<file path="config.mk">
export PLATFORM = sky130hd
export DESIGN_NAME = cwf_monitor
export DESIGN_NICKNAME = d
export VERILOG_FILES = /design/src/rtl/cwf_pkg.sv /design/src/rtl/cwf_monitor.sv
export SDC_FILE = /design/constraint.sdc
export NUM_CORES = 1
export LEC_CHECK = 0
export ABC_AREA = 1
export BUFFER_PORTS_ARGS = -buffer_cell sky130_fd_sc_hd__buf_4
export CORE_ASPECT_RATIO = 1.4
export CORE_UTILIZATION = 41
export CTS_BUF_LIST = sky130_fd_sc_hd__clkbuf_4 sky130_fd_sc_hd__clkbuf_8
export DETAILED_ROUTE_END_ITERATION = 8
export GPL_ROUTABILITY_DRIVEN = 0
export PLACE_DENSITY_LB_ADDON = 0.2
export RECOVER_POWER = 50
export SLEW_MARGIN = 30
export SYNTH_ARGS = -nofsm -noshare
export SYNTH_HDL_FRONTEND = slang
export SYNTH_SLANG_ARGS = --single-unit
export TNS_END_PERCENT = 20
</file>
<file path="constraint.sdc">
create_clock -name clk -period 4.2 [get_ports clk]
set_clock_uncertainty 0.2 [all_clocks]
set_input_delay 0.42 -clock clk [delete_from_list [all_inputs] [get_ports clk]]
set_output_delay 0.42 -clock clk [all_outputs]
set_load 0.005 [all_outputs]
</file>
<file path="src/rtl/cwf_pkg.sv">
// Shared constants and types for the bus wake-up and fault monitor
package cwf_pkg;

  // ----------------------------------------------------------------
  // Clock and timing
  // ----------------------------------------------------------------
  localparam int CLK_MHZ = 25;
  localparam int CNT_W = 16;
  localparam int PULSE_MIN_NS = 500;
  localparam int PULSE_MAX_US = 500;
  localparam int GAP_MAX_US = 500;
  localparam int WINDOW_US = 1000;
  localparam int TX_DOM_US = 360;
  localparam int INT_PULSE_US = 1;
  localparam int RST_HOLD_US = 10;
  // Least times round up, longest times round down
  localparam int PULSE_MIN_CYC = (PULSE_MIN_NS * CLK_MHZ + 999) / 1000;
  localparam int PULSE_MAX_CYC = PULSE_MAX_US * CLK_MHZ;
  localparam int GAP_MAX_CYC = GAP_MAX_US * CLK_MHZ;
  localparam int WINDOW_CYC = WINDOW_US * CLK_MHZ;
  localparam int TX_DOM_CYC = TX_DOM_US * CLK_MHZ;
  localparam logic [7:0] INT_PULSE_CYC = 8'(INT_PULSE_US * CLK_MHZ);
  localparam logic [CNT_W-1:0] RST_HOLD_CYC = CNT_W'(RST_HOLD_US * CLK_MHZ);
  localparam logic [1:0] WK_PULSES = 2'h3;
  localparam logic [1:0] STRAP_CYC = 2'h3;

  // ----------------------------------------------------------------
  // Serial command byte: select, read/write, data, MSB first
  // ----------------------------------------------------------------
  localparam int CMD_SEL_W = 3;
  localparam int CMD_DATA_W = 4;
  localparam int CMD_SEL_MSB = 7;
  localparam int CMD_RW_BIT = 4;
  localparam logic [2:0] REG_MODE_CTRL = 3'h0;
  localparam logic [2:0] REG_CAN = 3'h1;
  localparam logic [2:0] REG_IO_STATUS = 3'h2;
  localparam logic [2:0] REG_INT_EN = 3'h3;

  // Field positions
  localparam int MODE_MSB = 1;
  localparam int GENERAL_FAILURE_FLAG_BIT = 3;
  localparam int CAN_SLEEP_BIT = 3;
  localparam int WAKE_EN_BIT = 2;
  localparam int SLEW_MSB = 1;
  localparam int WAKE_FLAG_BIT = 0;
  localparam int OTEMP_BIT = 1;
  localparam int STUCK_BIT = 2;
  localparam int OCUR_BIT = 3;
  localparam int SLOW_BIT = 0;
  localparam int INT_CAN_BIT = 0;
  localparam int INT_SLOW_BIT = 1;

  // Synchroniser lanes
  localparam int SY_TX = 0;
  localparam int SY_BUS = 1;
  localparam int SY_SLOW = 2;
  localparam int SY_UV = 3;
  localparam int SY_OT = 4;
  localparam int SY_OC = 5;
  localparam int SY_BAL = 6;
  localparam int SY_W = 7;

  typedef enum logic [1:0] {
    CHIP_NORMAL = 2'h0,
    CHIP_STANDBY = 2'h1,
    CHIP_STOP = 2'h2,
    CHIP_SLEEP = 2'h3
  } cwf_chip_mode_type;

  typedef enum logic [2:0] {
    WK_IDLE = 3'h1,
    WK_PULSE = 3'h2,
    WK_GAP = 3'h4
  } cwf_wake_state_type;

endpackage

</file>
<file path="src/rtl/cwf_monitor.sv">
// Bus wake-up pattern detector, fault latches and driver control
// ----------------------------------------------------------------
// Notes on behaviour
// - Sleep without wake-up ignores bus
// - Deep sleep wake: regulator on, then reset
// - Stop mode wake: pulse on interrupt
// - Normal/standby wake sets bus wake flag
// - Wake flag holds until normal plus read
// - Three dominant pulses, 500 ns to 500 us
// - Gaps under 500 us, all within 1 ms
// - Low bus supply flags, interrupts, stops CAN; the code interrupts only with int_en bit 1 set
// - Main undervoltage: reset and supply-low flag; the code does both only with the ballast strap low
// - Transmit low over 360 us disables driver
// - Driver returns when transmit goes high
// - Stuck-dominant flag at D2, clear on read
// - Stuck dominant sets general failure, interrupt; the code interrupts only with int_en bit 0 set
// - Overtemperature disables driver, flags, interrupts; the code interrupts only with int_en bit 0 set
// - Driver returns when temperature drops
// - Overtemperature flag latched, clear on read
// - Overcurrent sets flags, optional interrupt
// - Overcurrent flag latched, clear on read
// - Command: select, read/write, four data bits
// - Transmit low drives dominant, receive mirrors bus
// - Four slew rates, zero after reset
// ----------------------------------------------------------------
//
// The register offsets and strobed register access were decided locally.
`timescale 1ns/1ps

module cwf_monitor
  import cwf_pkg::*;
#(
  parameter logic [cwf_pkg::CNT_W-1:0] PULSE_MAX = cwf_pkg::CNT_W'(cwf_pkg::PULSE_MAX_CYC),
  parameter logic [cwf_pkg::CNT_W-1:0] GAP_MAX = cwf_pkg::CNT_W'(cwf_pkg::GAP_MAX_CYC),
  parameter logic [cwf_pkg::CNT_W-1:0] WINDOW = cwf_pkg::CNT_W'(cwf_pkg::WINDOW_CYC),
  parameter logic [cwf_pkg::CNT_W-1:0] TX_DOM = cwf_pkg::CNT_W'(cwf_pkg::TX_DOM_CYC)
)
(
  input wire logic clk,
  input wire logic rst_n,
  input wire logic [cwf_pkg::CMD_SEL_W-1:0] cmd_addr,
  input wire logic [cwf_pkg::CMD_DATA_W-1:0] cmd_wdata,
  input wire logic cmd_wr,
  input wire logic cmd_rd,
  output logic [cwf_pkg::CMD_DATA_W-1:0] cmd_rdata,
  input wire logic tx_in,
  input wire logic bus_dominant_in,
  input wire logic supply_low_in,
  input wire logic main_uv_in,
  input wire logic overtemp_in,
  input wire logic overcurrent_in,
  input wire logic ballast_strap,
  output logic driver_enable,
  output logic bus_tx_dominant,
  output logic rx_out,
  output logic [1:0] slew_rate,
  output logic int_n,
  output logic main_regulator_on,
  output logic reset_out_n
);
  import cwf_pkg::*;

  // ----------------------------------------------------------------
  // State
  // ----------------------------------------------------------------
  typedef struct packed {
    logic [SY_W-1:0] sync1;
    logic [SY_W-1:0] sync2;
    logic [1:0] st_cnt;
    logic ballast;
    cwf_chip_mode_type chip_mode;
    logic can_sleep;
    logic wake_en;
    logic [1:0] slew;
    logic [1:0] int_en;
    logic wake_flag;
    logic otemp_flag;
    logic stuck_flag;
    logic ocur_flag;
    logic general_failure_flag_flag;
    logic slow_flag;
    logic stuck_act;
    logic [CNT_W-1:0] tx_cnt;
    cwf_wake_state_type wk_state;
    logic [1:0] wk_n;
    logic [CNT_W-1:0] wk_pcnt;
    logic [CNT_W-1:0] wk_gcnt;
    logic [CNT_W-1:0] wk_wcnt;
    logic [7:0] int_cnt;
    logic [CNT_W-1:0] rst_cnt;
    logic main_on;
    logic rst_out;
    logic [CMD_DATA_W-1:0] rdata;
    logic drv_en;
    logic tx_dom;
    logic rx;
    logic int_n;
  } cwf_state_type;

  localparam cwf_state_type STATE_RST = '{
    chip_mode: CHIP_NORMAL,
    wk_state: WK_IDLE,
    main_on: 1'b1,
    int_n: 1'b1,
    default: '0
  };

  cwf_state_type s_reg;
  cwf_state_type s_next;
  logic wk_hit;
  logic wake_in_stop;
  logic supply_ok;
  logic can_run;
  logic dom;
  logic ot;
  logic oc;
  logic fault_evt;
  logic slow_evt;

  function automatic logic cnt_done(input logic [CNT_W-1:0] cnt, input logic [CNT_W-1:0] lim);
    cnt_done = (cnt >= lim);
  endfunction

  // ----------------------------------------------------------------
  // Next-state logic
  // ----------------------------------------------------------------
  always_comb
  begin
    s_next = s_reg;
    wk_hit = 1'b0;
    s_next.sync1 = {ballast_strap, overcurrent_in, overtemp_in, main_uv_in,
                    supply_low_in, bus_dominant_in, tx_in};
    s_next.sync2 = s_reg.sync1;
    // Strap is caught only after the synchroniser has filled
    if (s_reg.st_cnt != STRAP_CYC)
    begin
      s_next.st_cnt = s_reg.st_cnt + 2'h1;
      s_next.ballast = s_reg.sync2[SY_BAL];
    end
    dom = s_reg.sync2[SY_BUS];
    ot = s_reg.sync2[SY_OT];
    oc = s_reg.sync2[SY_OC];
    supply_ok = s_reg.ballast ? !s_reg.sync2[SY_SLOW] : !s_reg.sync2[SY_UV];
    can_run = !s_reg.can_sleep && supply_ok && s_reg.main_on && s_reg.rst_out;

    // Permanent dominant watchdog on the transmit input
    if (s_reg.sync2[SY_TX])
    begin
      s_next.tx_cnt = '0;
      s_next.stuck_act = 1'b0;
    end
    else if (can_run)
    begin
      if (cnt_done(s_reg.tx_cnt, TX_DOM))
        s_next.stuck_act = 1'b1;
      else
        s_next.tx_cnt = s_reg.tx_cnt + 1'b1;
    end

    // Wake pattern detector, armed only in CAN sleep with wake-up on
    if (!(s_reg.can_sleep && s_reg.wake_en))
    begin
      s_next.wk_state = WK_IDLE;
      s_next.wk_n = '0;
    end
    else
    begin
      if (s_reg.wk_state != WK_IDLE)
        s_next.wk_wcnt = s_reg.wk_wcnt + 1'b1;
      case (s_reg.wk_state)
        WK_IDLE:
        begin
          if (dom)
          begin
            s_next.wk_state = WK_PULSE;
            s_next.wk_pcnt = CNT_W'(1);
            s_next.wk_wcnt = '0;
            s_next.wk_n = '0;
          end
        end
        WK_PULSE:
        begin
          if (dom)
          begin
            if (cnt_done(s_reg.wk_pcnt, PULSE_MAX))
              s_next.wk_state = WK_IDLE;
            else
              s_next.wk_pcnt = s_reg.wk_pcnt + 1'b1;
          end
          else if (!cnt_done(s_reg.wk_pcnt, CNT_W'(PULSE_MIN_CYC)))
            s_next.wk_state = WK_IDLE;
          else if (s_reg.wk_n == WK_PULSES - 2'h1)
          begin
            wk_hit = 1'b1;
            s_next.wk_state = WK_IDLE;
          end
          else
          begin
            s_next.wk_n = s_reg.wk_n + 2'h1;
            s_next.wk_state = WK_GAP;
            s_next.wk_gcnt = CNT_W'(1);
          end
        end
        WK_GAP:
        begin
          if (dom)
          begin
            s_next.wk_state = WK_PULSE;
            s_next.wk_pcnt = CNT_W'(1);
          end
          else if (cnt_done(s_reg.wk_gcnt, GAP_MAX))
            s_next.wk_state = WK_IDLE;
          else
            s_next.wk_gcnt = s_reg.wk_gcnt + 1'b1;
        end
        default:
        begin
          s_next.wk_state = WK_IDLE;
        end
      endcase
      // Whole pattern must fit the window
      if (s_reg.wk_state != WK_IDLE && cnt_done(s_reg.wk_wcnt, WINDOW))
      begin
        s_next.wk_state = WK_IDLE;
        wk_hit = 1'b0;
      end
    end

    // Register writes
    if (cmd_wr)
    begin
      case (cmd_addr)
        REG_MODE_CTRL: s_next.chip_mode = cwf_chip_mode_type'(cmd_wdata[MODE_MSB:0]);
        REG_CAN:
        begin
          s_next.can_sleep = cmd_wdata[CAN_SLEEP_BIT];
          s_next.wake_en = cmd_wdata[WAKE_EN_BIT];
          s_next.slew = cmd_wdata[SLEW_MSB:0];
        end
        REG_INT_EN: s_next.int_en = cmd_wdata[1:0];
        default: s_next.int_en = s_reg.int_en;
      endcase
    end

    // Wake reporting depends on the power mode at the moment of the hit
    wake_in_stop = wk_hit && (s_reg.chip_mode == CHIP_STOP);
    if (wk_hit && s_reg.chip_mode == CHIP_SLEEP)
    begin
      s_next.main_on = 1'b1;
      s_next.chip_mode = CHIP_NORMAL;
    end
    else if (wake_in_stop)
      s_next.chip_mode = CHIP_NORMAL;
    if (s_next.chip_mode == CHIP_SLEEP)
      s_next.main_on = 1'b0;

    // Reset output: held during regulator off, undervoltage with the ballast strap low, and hold time
    if (!s_next.main_on || (!s_reg.ballast && s_reg.sync2[SY_UV]))
    begin
      s_next.rst_out = 1'b0;
      s_next.rst_cnt = '0;
    end
    else if (cnt_done(s_reg.rst_cnt, RST_HOLD_CYC))
      s_next.rst_out = 1'b1;
    else
      s_next.rst_cnt = s_reg.rst_cnt + 1'b1;

    // Read side effects first, so that a set in the same cycle wins
    if (cmd_rd && cmd_addr == REG_CAN)
    begin
      if (!s_reg.can_sleep)
        s_next.wake_flag = 1'b0;
      if (!ot)
        s_next.otemp_flag = 1'b0;
      if (!s_reg.stuck_act)
        s_next.stuck_flag = 1'b0;
      if (!oc)
        s_next.ocur_flag = 1'b0;
    end
    if (cmd_rd && cmd_addr == REG_MODE_CTRL && !(ot || oc || s_reg.stuck_act))
      s_next.general_failure_flag_flag = 1'b0;
    if (cmd_rd && cmd_addr == REG_IO_STATUS && !supply_ok)
      s_next.slow_flag = s_reg.slow_flag;
    else if (cmd_rd && cmd_addr == REG_IO_STATUS)
      s_next.slow_flag = 1'b0;

    if (wk_hit)
      s_next.wake_flag = 1'b1;
    if (ot)
      s_next.otemp_flag = 1'b1;
    if (s_reg.stuck_act)
      s_next.stuck_flag = 1'b1;
    if (oc)
      s_next.ocur_flag = 1'b1;
    if (ot || oc || s_reg.stuck_act)
      s_next.general_failure_flag_flag = 1'b1;
    if (!supply_ok)
      s_next.slow_flag = 1'b1;

    // Interrupt pulse: enabled fault events and wake in stop mode
    fault_evt = (ot && !s_reg.otemp_flag) || (oc && !s_reg.ocur_flag)
                || (s_reg.stuck_act && !s_reg.stuck_flag);
    slow_evt = !supply_ok && !s_reg.slow_flag;
    if ((fault_evt && s_reg.int_en[INT_CAN_BIT]) || (slow_evt && s_reg.int_en[INT_SLOW_BIT])
        || wake_in_stop)
      s_next.int_cnt = INT_PULSE_CYC;
    else if (s_reg.int_cnt != 8'h00)
      s_next.int_cnt = s_reg.int_cnt - 8'h01;
    s_next.int_n = (s_next.int_cnt == 8'h00);

    // Read data stands for one cycle only
    s_next.rdata = '0;
    if (cmd_rd)
    begin
      case (cmd_addr)
        REG_MODE_CTRL:
        begin
          s_next.rdata[GENERAL_FAILURE_FLAG_BIT] = s_reg.general_failure_flag_flag;
          s_next.rdata[MODE_MSB:0] = s_reg.chip_mode;
        end
        REG_CAN:
        begin
          s_next.rdata[WAKE_FLAG_BIT] = s_reg.wake_flag;
          s_next.rdata[OTEMP_BIT] = s_reg.otemp_flag;
          s_next.rdata[STUCK_BIT] = s_reg.stuck_flag;
          s_next.rdata[OCUR_BIT] = s_reg.ocur_flag;
        end
        REG_IO_STATUS: s_next.rdata[SLOW_BIT] = s_reg.slow_flag;
        REG_INT_EN: s_next.rdata[1:0] = s_reg.int_en;
        default: s_next.rdata = '0;
      endcase
    end

    // Driver and receiver pins
    s_next.drv_en = !s_next.can_sleep && supply_ok && s_next.main_on && s_next.rst_out
                    && !s_next.stuck_act && !ot;
    s_next.tx_dom = s_next.drv_en && !s_reg.sync2[SY_TX];
    // Receiver follows the bus only when running; sleep with supply idles high
    if (!s_next.can_sleep && supply_ok && s_next.rst_out)
      s_next.rx = !dom;
    else
      s_next.rx = supply_ok && s_next.rst_out;
  end

  always_ff @(posedge clk or negedge rst_n)
  begin
    if (!rst_n)
      s_reg <= STATE_RST;
    else
      s_reg <= s_next;
  end

  // ----------------------------------------------------------------
  // Outputs
  // ----------------------------------------------------------------
  assign cmd_rdata = s_reg.rdata;
  assign driver_enable = s_reg.drv_en;
  assign bus_tx_dominant = s_reg.tx_dom;
  assign rx_out = s_reg.rx;
  assign slew_rate = s_reg.slew;
  assign int_n = s_reg.int_n;
  assign main_regulator_on = s_reg.main_on;
  assign reset_out_n = s_reg.rst_out;
endmodule // cwf_monitor

</file>
==> summary.md <==
| Metric | Value |
|---|---|
| CTS HTree Levels | `4` |
| Synth Warn # | `0` |
| Max Clk Rate | `0.344 GHz` |
| Area after DPL | `7460 um^2` |
| RSZ-0062 raised after global routing | `no` |
| Crit path to | `s_reg[58]` |
| Clock Pin Slew Worst Setup and Hold Paths | `0.07 ns` |
| DR vias | `5733` |
| Ant diodes | `0` |
| Max-slew violations | `91` |
| Clk sinks | `135` |
| Hold Violations, Final | `0` |
| Final WL | `14.6 mm` |
| Least-Margin Pin Slew | `2.22 ns` |
| Max VDD drop | `0.209 mV` |
| Post-DP HPWL | `10.6 mm` |
| Relative slew slack | `-47.8%` |
| Starting Density | `42.1%` |
| WL/cell | `12.8 um` |
| EDFF count, synth | `0` |
| Row cnt | `56` |
| Top cell by count, worst path | `clkbuf_2` |
| Initial antenna violation count | `0` |
| Layout cells sized above 1 | `8.31%` |
| Crit-path max FO | `90` |
| Buffers on Ports | `29` |
| Num CTS Buffers | `17` |
| Final-report setup violation count | `0` |
| Final min period | `2.90 ns` |
| Crit end category | `asynchronous set/reset pin` |
| Clock latency on the worst-skew pair | `0.44 ns` |
| DR pass1 iterations | `5` |
| Worst r2r dst | `s_reg[68]` |
| GRT overflow | `0` |
| Failing checks | `capacitance limit, slew limit` |
| ANT nets after route | `0` |
| Synth Flop Type | `dfrtp_1` |
| CTS root buf | `clkbuf_8` |
| Crit-path cells | `dlygate4sd3_1 -> clkbuf_2 -> clkbuf_2` |
| Worst Path Arrival | `3.23 ns` |
| CP required | `4.52 ns` |
| Cell Area, Synth | `7080 um^2` |
| Worst path top cell family by delay | `buffers and inverters` |
| Die Ht | `158 um` |
| Worst Path Buf+Inv | `3` |
| Status | `finished with violations` |
| DRC violations left | `0` |
| Fin Setup TNS | `0 ns` |
| Setup slack after placement | `1.63 ns` |
| Io pins | `30` |
| #FFs+latches synth | `135` |
| Most common cell after layout, fill and taps aside | `nand2_1` |
| Leakage power | `3.78 nW` |
| Hold Path Origin | `cmd_wdata[3]` |
| Post-route cell area | `7950 um^2` |
| Cells after Synth | `885` |
| Final Cycle Share | `69.1%` |
| Layout Area Growth over Synthesis | `12.2%` |
| Post-synthesis cell type count | `46` |
| CTS tree | `yes` |
| First-pass GRT wire length | `25.1 mm` |
| Syn nets | `919` |
| Starting DRT DRC Count | `326` |
| Most frequent cells in the layout | `181 x nand2_1, 140 x inv_1, 132 x dfrtp_1, 105 x nor2_1, 61 x o21ai_0` |
| Power density over the cells | `370 nW/um^2` |
| Async S/R FF share, synth | `100%` |
| Die X | `113 um` |
| Worst reg2reg path depth | `8` |
| Max-Cap Viols | `1` |
| Reg2reg start | `s_reg[84]` |
| Final design utilization | `47.3%` |
| Worst Setup SP | `rst_n` |
| Gr usage total | `17.8%` |
| Post-synthesis sequential area ratio | `47.7%` |
| Final worst setup slack | `1.30 ns` |
| Drt via density | `5.02` |
| CTS Buffer Depth | `2` |
| HP Class | `input port to register` |
| Core Area | `16800 um^2` |
| Largest net degree at the start of global routing | `91` |
| Nets | `962` |
| CP startpoint kind | `input port` |
| DIE AREA | `17800 um^2` |
| Largest register FFs | `113` |
| Slowest stage delay, CP | `1.53 ns` |
| Crit Path Class | `input port to asynchronous set/reset pin` |
| Reg2Reg Setup Slack | `1.59 ns` |
| Vias in the first global route | `5462` |
| Mean post-synth cell area | `8.00 um^2` |
| Critical-path top delay cell | `clkbuf_2` |
| Number of cells on the critical path | `3` |
| Post-cts resize count | `0` |
-- Yosys cell counts (6+ instances only) --
master   count  share of area [%]
o21ai_0     61                4.3
inv_1      140                7.4
nor4_1       8               0.71
nand4_1     22                1.9
nor2_1     105                5.6
nor3_1      34                2.4
ha_1        16                2.8
xnor2_1      6               0.74
o31ai_1     13                1.4
xor2_1      24                3.0
dfrtp_1    132                 47
buf_4        8               0.85
a21oi_1     17                1.2
o21ai_1      6               0.42
nand2_1    181                9.6
nand3_1     53                3.7
-- per-layer routing --
metal  routed length [um]  up-vias  GRT usage, %
met5                    0        -             0
met4                  197        0          7.33
met3                  421       16          3.43
met2                 7300       93          30.4
met1                 6650     2690          22.0
li1                     -     2934             -
-- worst min path at each step --
stage                                  to  cells past startpoint
final                          s_reg[115]                      3
after global routing           s_reg[115]                      3
after CTS                      s_reg[115]                      3
after detailed placement       s_reg[123]                      0
after global placement                dom                      0
after floorplan           bus_tx_dominant                      0
-- power breakdown --
| part | internal, mW | switching, mW |
|---|---|---|
| clock | 0.615 | 0.475 |
| sequential | 1.39 | 0.0765 |
| combinational | 0.142 | 0.244 |
| total | 2.14 | 0.796 |
-- through the flow --
step	power [mW]	cells	hold WS, ns
floorplan	1.75	885	-0.0756
global placement	1.87	1102	0.134
detailed placement	1.87	1102	0.137
CTS	2.99	1142	0.0618
global route	3.11	1142	0.0765
finish	2.94	1142	0.0865
-- layout make-up --
type | instances | area, um^2
tap | 203 | 254
timing repair buffer | 41 | 317
clock inverter | 6 | 91.3
sequential | 135 | 3380
inverter | 144 | 541
fill | 1675 | 8870
clock buffer | 24 | 318
multi-input combinational | 589 | 3040
-- tightest hold or removal path, delay by kind of cell --
kind | cells | cell delay, ns
buffers and inverters | 1 | 0.08
and+or+nand+nor | 2 | 0.17
-- what timing repair did --
| action | in CTS | in global routing |
|---|---|---|
| endpoints found under the hold margin | 95 | 0 |
| buffers inserted | 0 | 0 |
| hold buffers | 10 | 0 |
-- cell families after synthesis --
| kind of cell | share of synthesized area (%) |
|---|---|
| multiplexers | 0.318 |
| buffers and inverters | 9.27 |
| XOR/XNOR | 3.71 |
| flip-flops | 47.7 |
| AND/OR/NAND/NOR | 26.5 |
| AO/OA/AOI/OAI | 9.65 |
| adder cells (fa/ha/maj) | 2.83 |
No activity file was read; power rests on OpenSTA's default activity.
